## src/core/pt16_params.svh

```systemverilog
`ifndef PT16_PARAMS_SVH
`define PT16_PARAMS_SVH

// ==========================================================
// Register byte offsets
`define PT16_OFF_SHARED_CTRL 8'h00
`define PT16_OFF_WIDE_CTRL 8'h04
`define PT16_OFF_RELOAD_HIGH 8'h08
`define PT16_OFF_RELOAD_LOW 8'h0C
`define PT16_OFF_CAPTURE_HIGH 8'h10
`define PT16_OFF_CAPTURE_LOW 8'h14
`define PT16_OFF_EDGE_STATUS 8'h18

// ==========================================================
// Shared control register fields
`define PT16_SH_DEMOD_BIT 6
`define PT16_SH_FALL_SEL_BIT 5
`define PT16_SH_RISE_SEL_BIT 4
`define PT16_SH_OUTSEL_HI 3
`define PT16_SH_OUTSEL_LO 2
`define PT16_SH_WIDE_INIT_BIT 0

// ==========================================================
// Wide control register fields
`define PT16_WC_ENABLE_BIT 7
`define PT16_WC_SINGLE_BIT 6
`define PT16_WC_TIMEOUT_BIT 5
`define PT16_WC_CLK_HI 4
`define PT16_WC_CLK_LO 3
`define PT16_WC_CAPMASK_BIT 2
`define PT16_WC_TOMASK_BIT 1
`define PT16_WC_PINSEL_BIT 0

// ==========================================================
// Edge status register fields
`define PT16_ES_RISE_BIT 1
`define PT16_ES_FALL_BIT 0

// ==========================================================
// Output select codes and constants
`define PT16_OUTSEL_NONE 2'h0
`define PT16_OUTSEL_PINGPONG 2'h1
`define PT16_OUTSEL_FORCE0 2'h2
`define PT16_OUTSEL_FORCE1 2'h3
`define PT16_COUNT_ALL_ONES 16'hFFFF
`define PT16_COUNT_ONE 16'h0001
`define PT16_RESET_BYTE 8'h00
`define PT16_RESET_COUNT 16'h0000

`endif

```

## src/core/pt16_pkg.sv

```systemverilog
package pt16_pkg;

	typedef enum logic [1:0] {
		ST_IDLE,
		ST_WAIT_EDGE,
		ST_RUN
	} pt16_state_e;

	typedef logic [15:0] pt16_word_t;

endpackage

```

## src/core/pt16_edge_detect.sv

```systemverilog
`timescale 1ns/1ps

module pt16_edge_detect (
	input wire logic core_clk,
	input wire logic nrst,
	input wire logic edgeIn,
	output logic risePulse,
	output logic fallPulse
);

	logic lastReg;
	logic lastNext;
	logic riseReg;
	logic riseNext;
	logic fallReg;
	logic fallNext;

	// ==========================================================
	// Edge pulses
	always_comb begin
		lastNext = edgeIn;
		riseNext = edgeIn & ~lastReg; // RULE23
		fallNext = ~edgeIn & lastReg; // RULE23
	end

	always_ff @(posedge core_clk or negedge nrst) begin
		if (!nrst) begin
			lastReg <= 1'b0;
			riseReg <= 1'b0;
			fallReg <= 1'b0;
		end else begin
			lastReg <= lastNext;
			riseReg <= riseNext;
			fallReg <= fallNext;
		end
	end

	assign risePulse = riseReg;
	assign fallPulse = fallReg;
endmodule

```

## src/core/pt16_timer.sv

```systemverilog
`timescale 1ns/1ps
`include "pt16_params.svh"

// Overview of operation
// (RULE1) Disabled in normal or ping-pong: output is inverse of initial-value bit.
// (RULE2) Output-select 10 forces output 0, 11 forces 1, enabled or not.
// (RULE3) Enable loads high*256+low reload and sets output to initial value.
// (RULE4) Transmit terminal count toggles output, sets time-out flag, masked request.
// (RULE5) At terminal count single-pass stops, modulo-N reloads and keeps counting.
// (RULE6) Reload bytes may change anytime; new value applies at the next load.
// (RULE7) Software never programs an initial count of one.
// (RULE8) Count zero wraps to FFFF without any time-out.
// (RULE9) Software sets both reload bytes to all ones before demodulation.
// (RULE10) Demodulation: first selected edge captures, reloads and starts counting.
// (RULE11) Edges honoured: capture complement, set edge flag, masked request, reload FFFF.
// (RULE12) Edges ignored: narrow time-out captures without reload, masked request.
// (RULE13) Writing ignore bit 0 then 1 rearms one capture-and-reload edge.
// (RULE14) Demodulation zero continues from FFFF, sets time-out flag, masked request.
// (RULE15) Ping-pong only in transmit, both single-pass, started by either enable.
// (RULE16) Ping-pong terminal count disables this counter and enables the other.
// (RULE17) Writing 00 to output-select ends ping-pong operation.
// (RULE18) Software stops counters and clears flags before entering ping-pong.
// (RULE19) In ping-pong hardware toggles enables and sets time-out each terminal count.
// (RULE20) Time-out flag clears only on a written one.
// (RULE21) Two-bit clock field divides the count clock by 1, 2, 4 or 8.
// (RULE22) Routing bit chooses port output or wide output on the pin.
// (RULE23) Edge pulses are one cycle; edge flags clear on a written one.
module pt16_timer (
	input wire logic core_clk,
	input wire logic nrst,
	input wire logic psel,
	input wire logic penable,
	input wire logic pwrite,
	input wire logic [7:0] paddr,
	input wire logic [31:0] pwdata,
	output logic [31:0] prdata,
	output logic pready,
	output logic pslverr,
	input wire logic edgeIn,
	input wire logic portOut,
	input wire logic narrowTerminal,
	output logic narrowStart,
	output logic timeoutIrq,
	output logic captureIrq,
	output logic wideCounterOutput,
	output logic timerOutputPin
);

	// ==========================================================
	// Declarations
	logic [7:0] shCtrlReg, shCtrlNext;
	logic [6:0] wCtrlReg, wCtrlNext;
	logic timeoutReg, timeoutNext;
	logic [7:0] reloadHiReg, reloadHiNext, reloadLoReg, reloadLoNext;
	logic [7:0] capHiReg, capHiNext, capLoReg, capLoNext;
	logic [1:0] edgeFlagReg, edgeFlagNext;
	pt16_pkg::pt16_word_t countReg, countNext;
	pt16_pkg::pt16_state_e stateReg, stateNext;
	logic outReg, outNext, rearmReg, rearmNext;
	logic [2:0] divReg, divNext;
	logic [31:0] prdataReg, prdataNext;
	logic preadyReg, preadyNext, pslverrReg, pslverrNext;
	logic narrowStartReg, narrowStartNext, toIrqReg, toIrqNext, capIrqReg, capIrqNext;
	logic wideOutReg, wideOutNext, pinReg, pinNext;
	logic risePulse, fallPulse;
	logic wrAccess, demod, pingPong, edgeHit, tick, ignoreEdges, initBit;
	logic [1:0] outSel;
	pt16_pkg::pt16_word_t reloadValue;

	pt16_edge_detect edgeUnit (
		.core_clk(core_clk),
		.nrst(nrst),
		.edgeIn(edgeIn),
		.risePulse(risePulse),
		.fallPulse(fallPulse)
	);

	// Returns the one's complement image of the running count.
	function automatic pt16_pkg::pt16_word_t captureImage(input pt16_pkg::pt16_word_t cnt);
		captureImage = ~cnt;
	endfunction

	// Returns high when the prescaler grants a count step.
	function automatic logic countTick(input logic [1:0] sel, input logic [2:0] div);
		case (sel)
			2'h0: countTick = 1'b1;
			2'h1: countTick = div[0];
			2'h2: countTick = &div[1:0];
			default: countTick = &div;
		endcase
	endfunction

	// ==========================================================
	// Counter, registers and bus
	always_comb begin
		shCtrlNext = shCtrlReg;
		wCtrlNext = wCtrlReg;
		timeoutNext = timeoutReg;
		reloadHiNext = reloadHiReg;
		reloadLoNext = reloadLoReg;
		capHiNext = capHiReg;
		capLoNext = capLoReg;
		edgeFlagNext = edgeFlagReg;
		countNext = countReg;
		stateNext = stateReg;
		outNext = outReg;
		rearmNext = rearmReg;
		narrowStartNext = 1'b0;
		toIrqNext = 1'b0;
		capIrqNext = 1'b0;
		divNext = divReg + 3'h1;
		wrAccess = psel & penable & pwrite & preadyReg;
		demod = shCtrlReg[`PT16_SH_DEMOD_BIT];
		outSel = shCtrlReg[`PT16_SH_OUTSEL_HI:`PT16_SH_OUTSEL_LO];
		pingPong = (outSel == `PT16_OUTSEL_PINGPONG) & ~demod;
		initBit = shCtrlReg[`PT16_SH_WIDE_INIT_BIT];
		ignoreEdges = wCtrlReg[`PT16_WC_SINGLE_BIT];
		edgeHit = (risePulse & shCtrlReg[`PT16_SH_RISE_SEL_BIT]) |
			(fallPulse & shCtrlReg[`PT16_SH_FALL_SEL_BIT]);
		tick = countTick(wCtrlReg[`PT16_WC_CLK_HI:`PT16_WC_CLK_LO], divReg); // RULE21
		reloadValue = {reloadHiReg, reloadLoReg}; // RULE3 RULE6
		// Write-one clears come first so that a same-cycle hardware set wins.
		if (wrAccess && paddr == `PT16_OFF_WIDE_CTRL && pwdata[`PT16_WC_TIMEOUT_BIT]) begin
			timeoutNext = 1'b0; // RULE20
		end
		if (wrAccess && paddr == `PT16_OFF_EDGE_STATUS) begin
			edgeFlagNext = edgeFlagReg & ~pwdata[1:0]; // RULE23
		end
		case (stateReg)
			pt16_pkg::ST_IDLE: begin
				if (pingPong && narrowTerminal) begin
					stateNext = pt16_pkg::ST_RUN; // RULE16 RULE19
					countNext = reloadValue;
					outNext = initBit;
				end
			end
			pt16_pkg::ST_WAIT_EDGE: begin
				if (edgeHit) begin
					{capHiNext, capLoNext} = captureImage(countReg); // RULE10
					countNext = reloadValue;
					rearmNext = 1'b0; // RULE13
					stateNext = pt16_pkg::ST_RUN;
				end
			end
			pt16_pkg::ST_RUN: begin
				if (demod) begin
					if (edgeHit && (!ignoreEdges || rearmReg)) begin
						{capHiNext, capLoNext} = captureImage(countReg); // RULE11
						edgeFlagNext[`PT16_ES_RISE_BIT] = edgeFlagNext[`PT16_ES_RISE_BIT] |
							(risePulse & shCtrlReg[`PT16_SH_RISE_SEL_BIT]);
						edgeFlagNext[`PT16_ES_FALL_BIT] = edgeFlagNext[`PT16_ES_FALL_BIT] |
							(fallPulse & shCtrlReg[`PT16_SH_FALL_SEL_BIT]);
						capIrqNext = wCtrlReg[`PT16_WC_CAPMASK_BIT];
						countNext = `PT16_COUNT_ALL_ONES;
						rearmNext = 1'b0; // RULE13
					end else if (narrowTerminal && ignoreEdges) begin
						{capHiNext, capLoNext} = captureImage(countReg); // RULE12
						capIrqNext = wCtrlReg[`PT16_WC_CAPMASK_BIT];
					end else if (tick) begin
						countNext = countReg - `PT16_COUNT_ONE; // RULE14 RULE8
						if (countReg == `PT16_COUNT_ONE) begin
							timeoutNext = 1'b1; // RULE14
							toIrqNext = wCtrlReg[`PT16_WC_TOMASK_BIT];
						end
					end
				end else if (tick) begin
					if (countReg == `PT16_COUNT_ONE) begin
						outNext = ~outReg; // RULE4
						timeoutNext = 1'b1; // RULE4 RULE19
						toIrqNext = wCtrlReg[`PT16_WC_TOMASK_BIT];
						if (wCtrlReg[`PT16_WC_SINGLE_BIT]) begin
							stateNext = pt16_pkg::ST_IDLE; // RULE5
							narrowStartNext = pingPong; // RULE16 RULE19
						end else begin
							countNext = reloadValue; // RULE5
						end
					end else begin
						countNext = countReg - `PT16_COUNT_ONE; // RULE8
					end
				end
			end
			default: stateNext = pt16_pkg::ST_IDLE;
		endcase
		// Register writes; an enable while running is ignored so the count is not disturbed.
		if (wrAccess) begin
			case (paddr)
				`PT16_OFF_SHARED_CTRL: shCtrlNext = pwdata[7:0]; // RULE17
				`PT16_OFF_RELOAD_HIGH: reloadHiNext = pwdata[7:0]; // RULE6
				`PT16_OFF_RELOAD_LOW: reloadLoNext = pwdata[7:0]; // RULE6
				`PT16_OFF_WIDE_CTRL: begin
					wCtrlNext = pwdata[6:0];
					wCtrlNext[`PT16_WC_TIMEOUT_BIT] = 1'b0;
					if (!pwdata[`PT16_WC_SINGLE_BIT]) begin
						rearmNext = 1'b1; // RULE13
					end
					if (!pwdata[`PT16_WC_ENABLE_BIT]) begin
						stateNext = pt16_pkg::ST_IDLE;
					end else if (stateReg == pt16_pkg::ST_IDLE) begin
						outNext = initBit; // RULE3
						if (demod) begin
							stateNext = pt16_pkg::ST_WAIT_EDGE; // RULE10
						end else begin
							stateNext = pt16_pkg::ST_RUN;
							countNext = reloadValue; // RULE3
						end
					end
				end
				default: begin
				end
			endcase
		end
		// Output path; forcing overrides the counter in every state.
		if (outSel == `PT16_OUTSEL_FORCE0) begin
			wideOutNext = 1'b0; // RULE2
		end else if (outSel == `PT16_OUTSEL_FORCE1) begin
			wideOutNext = 1'b1; // RULE2
		end else if (stateNext == pt16_pkg::ST_IDLE) begin
			wideOutNext = ~shCtrlNext[`PT16_SH_WIDE_INIT_BIT]; // RULE1
		end else begin
			wideOutNext = outNext;
		end
		pinNext = wCtrlNext[`PT16_WC_PINSEL_BIT] ? wideOutNext : portOut; // RULE22
		// Bus answer: data and ready are prepared in the setup cycle.
		preadyNext = psel & ~penable;
		pslverrNext = 1'b0;
		prdataNext = 32'h0000_0000;
		if (psel && !penable) begin
			case (paddr)
				`PT16_OFF_SHARED_CTRL: prdataNext[7:0] = shCtrlReg;
				`PT16_OFF_WIDE_CTRL: prdataNext[7:0] = {stateReg != pt16_pkg::ST_IDLE,
					wCtrlReg[6], timeoutReg, wCtrlReg[4:0]};
				`PT16_OFF_RELOAD_HIGH: prdataNext[7:0] = reloadHiReg;
				`PT16_OFF_RELOAD_LOW: prdataNext[7:0] = reloadLoReg;
				`PT16_OFF_CAPTURE_HIGH: prdataNext[7:0] = capHiReg;
				`PT16_OFF_CAPTURE_LOW: prdataNext[7:0] = capLoReg;
				`PT16_OFF_EDGE_STATUS: prdataNext[1:0] = edgeFlagReg;
				default: pslverrNext = 1'b1;
			endcase
		end
	end

	always_ff @(posedge core_clk or negedge nrst) begin
		if (!nrst) begin
			shCtrlReg <= `PT16_RESET_BYTE;
			wCtrlReg <= 7'h00;
			timeoutReg <= 1'b0;
			reloadHiReg <= `PT16_RESET_BYTE;
			reloadLoReg <= `PT16_RESET_BYTE;
			capHiReg <= `PT16_RESET_BYTE;
			capLoReg <= `PT16_RESET_BYTE;
			edgeFlagReg <= 2'h0;
			countReg <= `PT16_RESET_COUNT;
			stateReg <= pt16_pkg::ST_IDLE;
			outReg <= 1'b0;
			rearmReg <= 1'b0;
			divReg <= 3'h0;
			prdataReg <= 32'h0000_0000;
			preadyReg <= 1'b0;
			pslverrReg <= 1'b0;
			narrowStartReg <= 1'b0;
			toIrqReg <= 1'b0;
			capIrqReg <= 1'b0;
			wideOutReg <= 1'b1;
			pinReg <= 1'b0;
		end else begin
			shCtrlReg <= shCtrlNext;
			wCtrlReg <= wCtrlNext;
			timeoutReg <= timeoutNext;
			reloadHiReg <= reloadHiNext;
			reloadLoReg <= reloadLoNext;
			capHiReg <= capHiNext;
			capLoReg <= capLoNext;
			edgeFlagReg <= edgeFlagNext;
			countReg <= countNext;
			stateReg <= stateNext;
			outReg <= outNext;
			rearmReg <= rearmNext;
			divReg <= divNext;
			prdataReg <= prdataNext;
			preadyReg <= preadyNext;
			pslverrReg <= pslverrNext;
			narrowStartReg <= narrowStartNext;
			toIrqReg <= toIrqNext;
			capIrqReg <= capIrqNext;
			wideOutReg <= wideOutNext;
			pinReg <= pinNext;
		end
	end

	assign prdata = prdataReg;
	assign pready = preadyReg;
	assign pslverr = pslverrReg;
	assign narrowStart = narrowStartReg;
	assign timeoutIrq = toIrqReg;
	assign captureIrq = capIrqReg;
	assign wideCounterOutput = wideOutReg;
	assign timerOutputPin = pinReg;
endmodule

```

## config.mk

```make
export PLATFORM = sky130hd
export DESIGN_NAME = pt16_timer
export DESIGN_NICKNAME = d
export VERILOG_FILES = /design/src/core/pt16_pkg.sv /design/src/core/pt16_edge_detect.sv /design/src/core/pt16_timer.sv
export VERILOG_INCLUDE_DIRS = /design/src /design/src/core
export SDC_FILE = /design/constraint.sdc
export NUM_CORES = 1
export LEC_CHECK = 0
export ABC_AREA = 1
export BUFFER_PORTS_ARGS = -buffer_cell sky130_fd_sc_hd__buf_2
export CORE_MARGIN = 2
export CORE_UTILIZATION = 50
export DETAILED_ROUTE_END_ITERATION = 12
export GPL_TIMING_DRIVEN = 0
export PLACE_DENSITY = 0.79
export SYNTH_ARGS = -nofsm -noshare
export SYNTH_HDL_FRONTEND = slang
export SYNTH_SLANG_ARGS = --single-unit
```

## constraint.sdc

```tcl
create_clock -name core_clk -period 2.85 [get_ports core_clk]
set_input_delay 0.285 -clock core_clk [delete_from_list [all_inputs] [get_ports core_clk]]
set_output_delay 0.285 -clock core_clk [all_outputs]
set_load 0.02 [all_outputs]
```

==> flow_metrics.tcl, run 1 <==
set metrics [dict create \
    yosys.area_share.simple 0.213 \
    setup_violations 0 \
    critPathSlowestCell "clkbuf_1" \
    period_minus_slack_ns 2.49 \
    min_path_type "input pin to flip-flop" \
    dr.pass1.iters 7 \
    hold_viol 0 \
    die_y_um 112 \
    clockPowerShare 0.224 \
    grt_overflow 0 \
    seq_power_share 0.331 \
    cts_tree "built" \
    grt.met2_usage 0.457 \
    grtUsageMet1 0.433 \
    p_leak_uw 0.00324 \
    start_util 0.513 \
    cts_buffer_depth 2 \
    relSlewSlack 0.527 \
    worst_slew_pin_slew_ns 0.710 \
    synthToLayoutAreaGrowth_pct 13.6 \
    clkLatencyLatePin_ns 0.35 \
    fin_crit_sh 0.875 \
    antenna_found_initial 0 \
    yosys_register_bits 90 \
    cts-root-buf "clkbuf_16" \
    ctsResizeCount 0 \
    numCtsBuffers 9 \
    synth-compound-area-share 0.239 \
    setup.worst_path.start "divReg[0]" \
    synthMuxAreaShare 0 \
    maxCapViolations 0 \
    power_uw 5260 \
    syn_avg_cell_area_um2 7.41 \
    die_x_um 112 \
    r2r-start "divReg[0]" \
    htree_levels 3 \
    syn_inst 790 \
    grt_max_degree 51 \
    skew_ns 0.0123 \
    grt_usage 0.307 \
    post-route-drc-count 0 \
    yosys.area_share.xor_xnor 0.0194 \
    slowest_delay_ns 0.55 \
    grt_pass1_wl_um 29700 \
    port_buffers 38 \
    yosys_warnings 0 \
    hpwlAfterDp_um 14200 \
    busiest_layer "met2" \
    path_class "flip-flop to flip-flop" \
    syn_area_um2 5860 \
    worstSetupEndpointType "flip-flop" \
    wire_per_inst_um 19.1 \
    switchingPower_uw 2230 \
    synth_common_cells "160 x nand2_1, 93 x o21ai_0, 89 x dfrtp_1" \
    fp-row-count 39 \
    synth_area_leaders "dfrtp_1 38%, nand2_1 10%, o21ai_0 7.9%" \
    drv_slew 0 \
    nets 920 \
    antenna_cells 0 \
    crit_path_start_kind "flip-flop" \
    status "completed" \
    yosysUniqueCellTypes 45 \
    die_area_um2 12600 \
    synth_top_family_by_area "compound AO/OA/AOI/OAI gates" \
    fin_setup_tns_ns 0 \
    max_freq_ghz 0.401 \
    yosysTopAreaCell "dfrtp_1" \
    min-delay-start "edgeIn" \
    crit_top_cell "nand2_1" \
    ir_worst_vdd_uv 518 \
    ios 87 \
    crit_chain "ha_1 > ha_1 > nand2_1 > nand2_1 > o21ai_4 > clkbuf_1 > a21oi_1 > nand2_1 > nand3_1 > nand2_1 > nand2_1 > a22oi_1" \
    use_met3 0.0805 \
    comb_power_share 0.446 \
    synth-edff-count 0 \
    routed_wl_um 19300 \
    coreArea_um2 11400 \
    ant_nets 0 \
    p_per_area_nw_per_um2 791 \
    intPower_uw 3030 \
    ff2ff_setup_slack_ns 0.36 \
    rsz0062_at_grt "false" \
    first_global_vias 5343 \
    cp.arrival_ns 2.74 \
    gp_congestion 1.03 \
    drtIter0Drc 861 \
    synth-seq-area-share 0.385 \
    synth_fa_ha_area_frac 0.0171 \
    swShare 0.424 \
    synth_top_area_frac 0.380 \
    synth_top_flop_cell "dfrtp_1" \
    cts.clk_slew.worst_paths_ns 0.07 \
    worst_ep_required_time_ns 3.09 \
    drive_gt1_frac 0.157 \
    synth.most_common_cell "nand2_1" \
    viasPerCell 5.80 \
    synthArstFlopShare 1.00 \
    cts.sinks 90 \
    cp_max_fo 10 \
    vias 5869 \
]
sequential cells by signal (all words and copies together) (netlist names), 2 cells and up:
register	count
capHiReg	8
capLoReg	8
countReg	16
divReg	3
edgeFlagReg	2
prdata	8
reloadHiReg	8
reloadLoReg	8
shCtrlReg	8
stateReg	2
wCtrlReg	6
cell type report:
class	instances	area (µm²)
clock buffer	11	253
sequential	90	2250
multi-input combinational	567	2950
clock inverter	5	46.3
tap	143	179
buffer	62	383
timing repair buffer	40	230
fill	1079	4770
inverter	94	353
cell usage in the layout (no fill, tap or decap), types with 3 or more instances in the layout:
master,Yosys,final
buf_4,25,26
o22ai_1,13,13
o21a_1,3,3
ha_1,8,8
conb_1,1,24
clkinv_4,0,3
nor2_1,60,60
o221ai_1,5,5
dfrtp_1,89,89
nand2_2,5,5
a31oi_1,3,3
a21oi_1,70,70
clkbuf_1,17,17
inv_2,6,6
buf_2,14,51
buf_6,5,5
nand2_1,160,160
inv_1,87,87
o21ai_0,93,93
nand4_1,5,5
nor2_4,6,6
a22oi_1,9,9
a221oi_1,18,18
clkbuf_16,0,9
o21ai_1,11,11
nand3_1,28,28
o211ai_1,3,3
xor2_1,13,13
nand3_2,3,3
nor2_2,6,6
critical path: cells and delay by family (launching register included):
kind,cells,cell delay (ns)
flops,1,0.38
fa+ha+maj,2,0.39
simple gates,6,0.43
buf+inv,1,0.55
compound gates,3,0.63
power groups by stage:
stage	Sequential, µW	Clock, µW	Combinational [µW]
global placement	1740	0	2230
CTS	1730	1180	2290
floorplan	1670	0	1810
detailed placement	1750	0	2280
global route	1760	1240	2630
finish	1740	1180	2340
per-layer routing:
layer	vias to the layer above	routed length [µm]
met2	379	8490
li1	2746	-
met1	2683	7660
met4	0	669
met3	61	2470
met5	-	0
worst paths after layout:
kind / endpoint / cells past startpoint
worst min register to register: edgeUnit.risePulse / 1
min in group asynchronous: wCtrlReg[4] / 2
max in group asynchronous: wideCounterOutput / 3
worst max register to register: countReg[15] / 12
worst max-delay path: countReg[15] / 12
worst min-delay path: edgeUnit.lastReg / 1
cells by family (layout without fill, tap and decap cells):
family,after synthesis,in the layout
AOI/OAI and AO/OA,239,239
adders and majority gates,8,8
DFF,90,90
other,1,24
and+or+nand+nor,283,283
xor gates and xnor gates,13,13
buffers and inverters,156,212
per-stage QoR:
stage / utilization / worst slack, ns / std cells / area (µm²) / hold slack (ns)
6_report: 0.582 / 0.357 / 1012 / 6650 / 0.0699
5_1_grt: 0.582 / 0.198 / 1012 / 6650 / 0.0676
4_1_cts: 0.582 / 0.400 / 1012 / 6650 / 0.0705
3_5_place_dp: 0.555 / 0.409 / 995 / 6340 / 0.313
3_3_place_gp: 0.553 / 0.409 / 994 / 6310 / 0.413
2_1_floorplan: - / 0.879 / 813 / 5940 / -0.0106
what timing repair did:
action                    in CTS  in global routing
hold buffers                   1                  0
hold endpoints to repair      40                  0
buffers inserted               0                  0
No activity file was read; power rests on OpenSTA's default activity.
==> inputs of run 2 (changes only) <==
Settings changed: BUFFER_PORTS_ARGS -buffer_cell sky130_fd_sc_hd__buf_2 to -buffer_cell sky130_fd_sc_hd__buf_4.
==> flow_metrics.tcl, run 2 (synthesis results as in run 1) <==
set metrics [dict create \
    htree_levels 3 \
    crit_family "compound AO/OA/AOI/OAI gates" \
    status "completed" \
    clkLatencyLatePin_ns 0.36 \
    dr.pass1.iters 6 \
    cp.arrival_ns 2.83 \
    rsz0062_at_grt "false" \
    multi_input_area_um2 2950 \
    port_buffers 38 \
    finish.utilization 0.588 \
    hold_viol 0 \
    ir_worst_vdd_uv 809 \
    path_class "flip-flop to flip-flop" \
    start_util 0.513 \
    hpwlAfterDp_um 13800 \
    antenna_found_initial 0 \
    crit_path_start_kind "flip-flop" \
    drive_gt1_frac 0.155 \
    fin_crit_sh 0.910 \
    ios 87 \
    most-common-layout-cells "160 x nand2_1, 93 x o21ai_0, 89 x dfrtp_1" \
    regMostFlops "countReg" \
    worst_slew_pin_slew_ns 1.13 \
    numCtsBuffers 9 \
    cts-root-buf "clkbuf_16" \
    slowest_delay_ns 0.53 \
    worst_ep_required_time_ns 3.08 \
    fin_cells 1010 \
    viasPerCell 5.85 \
    grt_usage 0.306 \
    layout_commonest_cell "nand2_1" \
    fin_setup_tns_ns 0 \
    vias 5910 \
    skew_ns 0.0111 \
    nets 918 \
    cts.clk_slew.worst_paths_ns 0.06 \
    antenna_cells 0 \
    ff2ff_setup_slack_ns 0.26 \
    cts_setup_buffers 0 \
    ant_nets 0 \
    wire_per_inst_um 18.8 \
    maxCapViolations 0 \
    min_path_type "input pin to flip-flop" \
    relSlewSlack 0.250 \
    setup_violations 0 \
    first_global_vias 5402 \
    synthToLayoutAreaGrowth_pct 14.6 \
    largest_reg_flops 16 \
    p_leak_uw 0.00325 \
    crit_top_cell "nand2_1" \
    die_area_um2 12600 \
    fp-row-count 39 \
    crit_chain "ha_1 > ha_1 > nand2_1 > nand2_1 > o21ai_4 > clkbuf_1 > a21oi_1 > o31ai_1 > nand2_1 > o21ai_0 > nand2_1 > a22oi_1" \
    max_freq_ghz 0.386 \
    ctsResizeCount 0 \
    die_x_um 112 \
    cts_buffer_depth 2 \
    n_fill_cell 1077 \
    cts_tree "built" \
    routed_wl_um 19000 \
    die_y_um 112 \
    gp_congestion 1.07 \
    drtIter0Drc 988 \
    cp_max_fo 10 \
    cts.sinks 90 \
    critPathSlowestCell "clkbuf_1" \
    coreArea_um2 11400 \
    dp.cells 994 \
    drv_slew 0 \
    power_uw 5330 \
    hold_buffers 0 \
    grt_max_degree 91 \
    path_buf_inv 1 \
    post-route-drc-count 0 \
    p_per_area_nw_per_um2 794 \
    grt_overflow 0 \
    period_minus_slack_ns 2.59 \
    worstSetupEndpointType "flip-flop" \
    seq_area_um2 2250 \
    grt_pass1_wl_um 29500 \
]
[run 2: layout make-up]
cell class,count,area share
multi-input cells,567,0.440
plain buffers,62,0.0571
inverters,94,0.0526
clock inverters,5,0.00914
well taps,143,0.0267
flip-flops and latches,90,0.336
clock buffers,11,0.0362
repair buffers,38,0.0425
[run 2: worst paths after layout]
check	startpoint	to	cells after the start
max	divReg[0]	countReg[3]	12
min	edgeIn	edgeUnit.lastReg	1
max reg2reg	divReg[0]	countReg[3]	12
min reg2reg	edgeUnit.lastReg	edgeUnit.risePulse	1
max in group asynchronous	nrst	countReg[4]	1
min in group asynchronous	nrst	divReg[1]	1
[run 2: through the flow]
stage	cell area, µm²	hold slack [ns]	worst slack, ns
2_1_floorplan	5940	-0.0106	0.879
5_1_grt	6710	0.0544	0.0475
3_5_place_dp	6410	0.416	0.427
6_report	6710	0.0589	0.256
4_1_cts	6710	0.0561	0.409
3_3_place_gp	6410	0.407	0.443
[run 2: routing by layer]
metal	global-route usage	vias up	share of wire	wire length, µm
met1	0.420	2691	0.39	7480
met2	0.465	419	0.44	8460
met4	0.118	0	0.030	576
met5	0	-	0	0
met3	0.0842	54	0.13	2520
li1	-	2746	-	-
[run 2: power by group]
part           total (µW)  internal, µW  switching, µW
Clock                1220           708            513
Sequential           1740          1520            222
Combinational        2370           869           1500
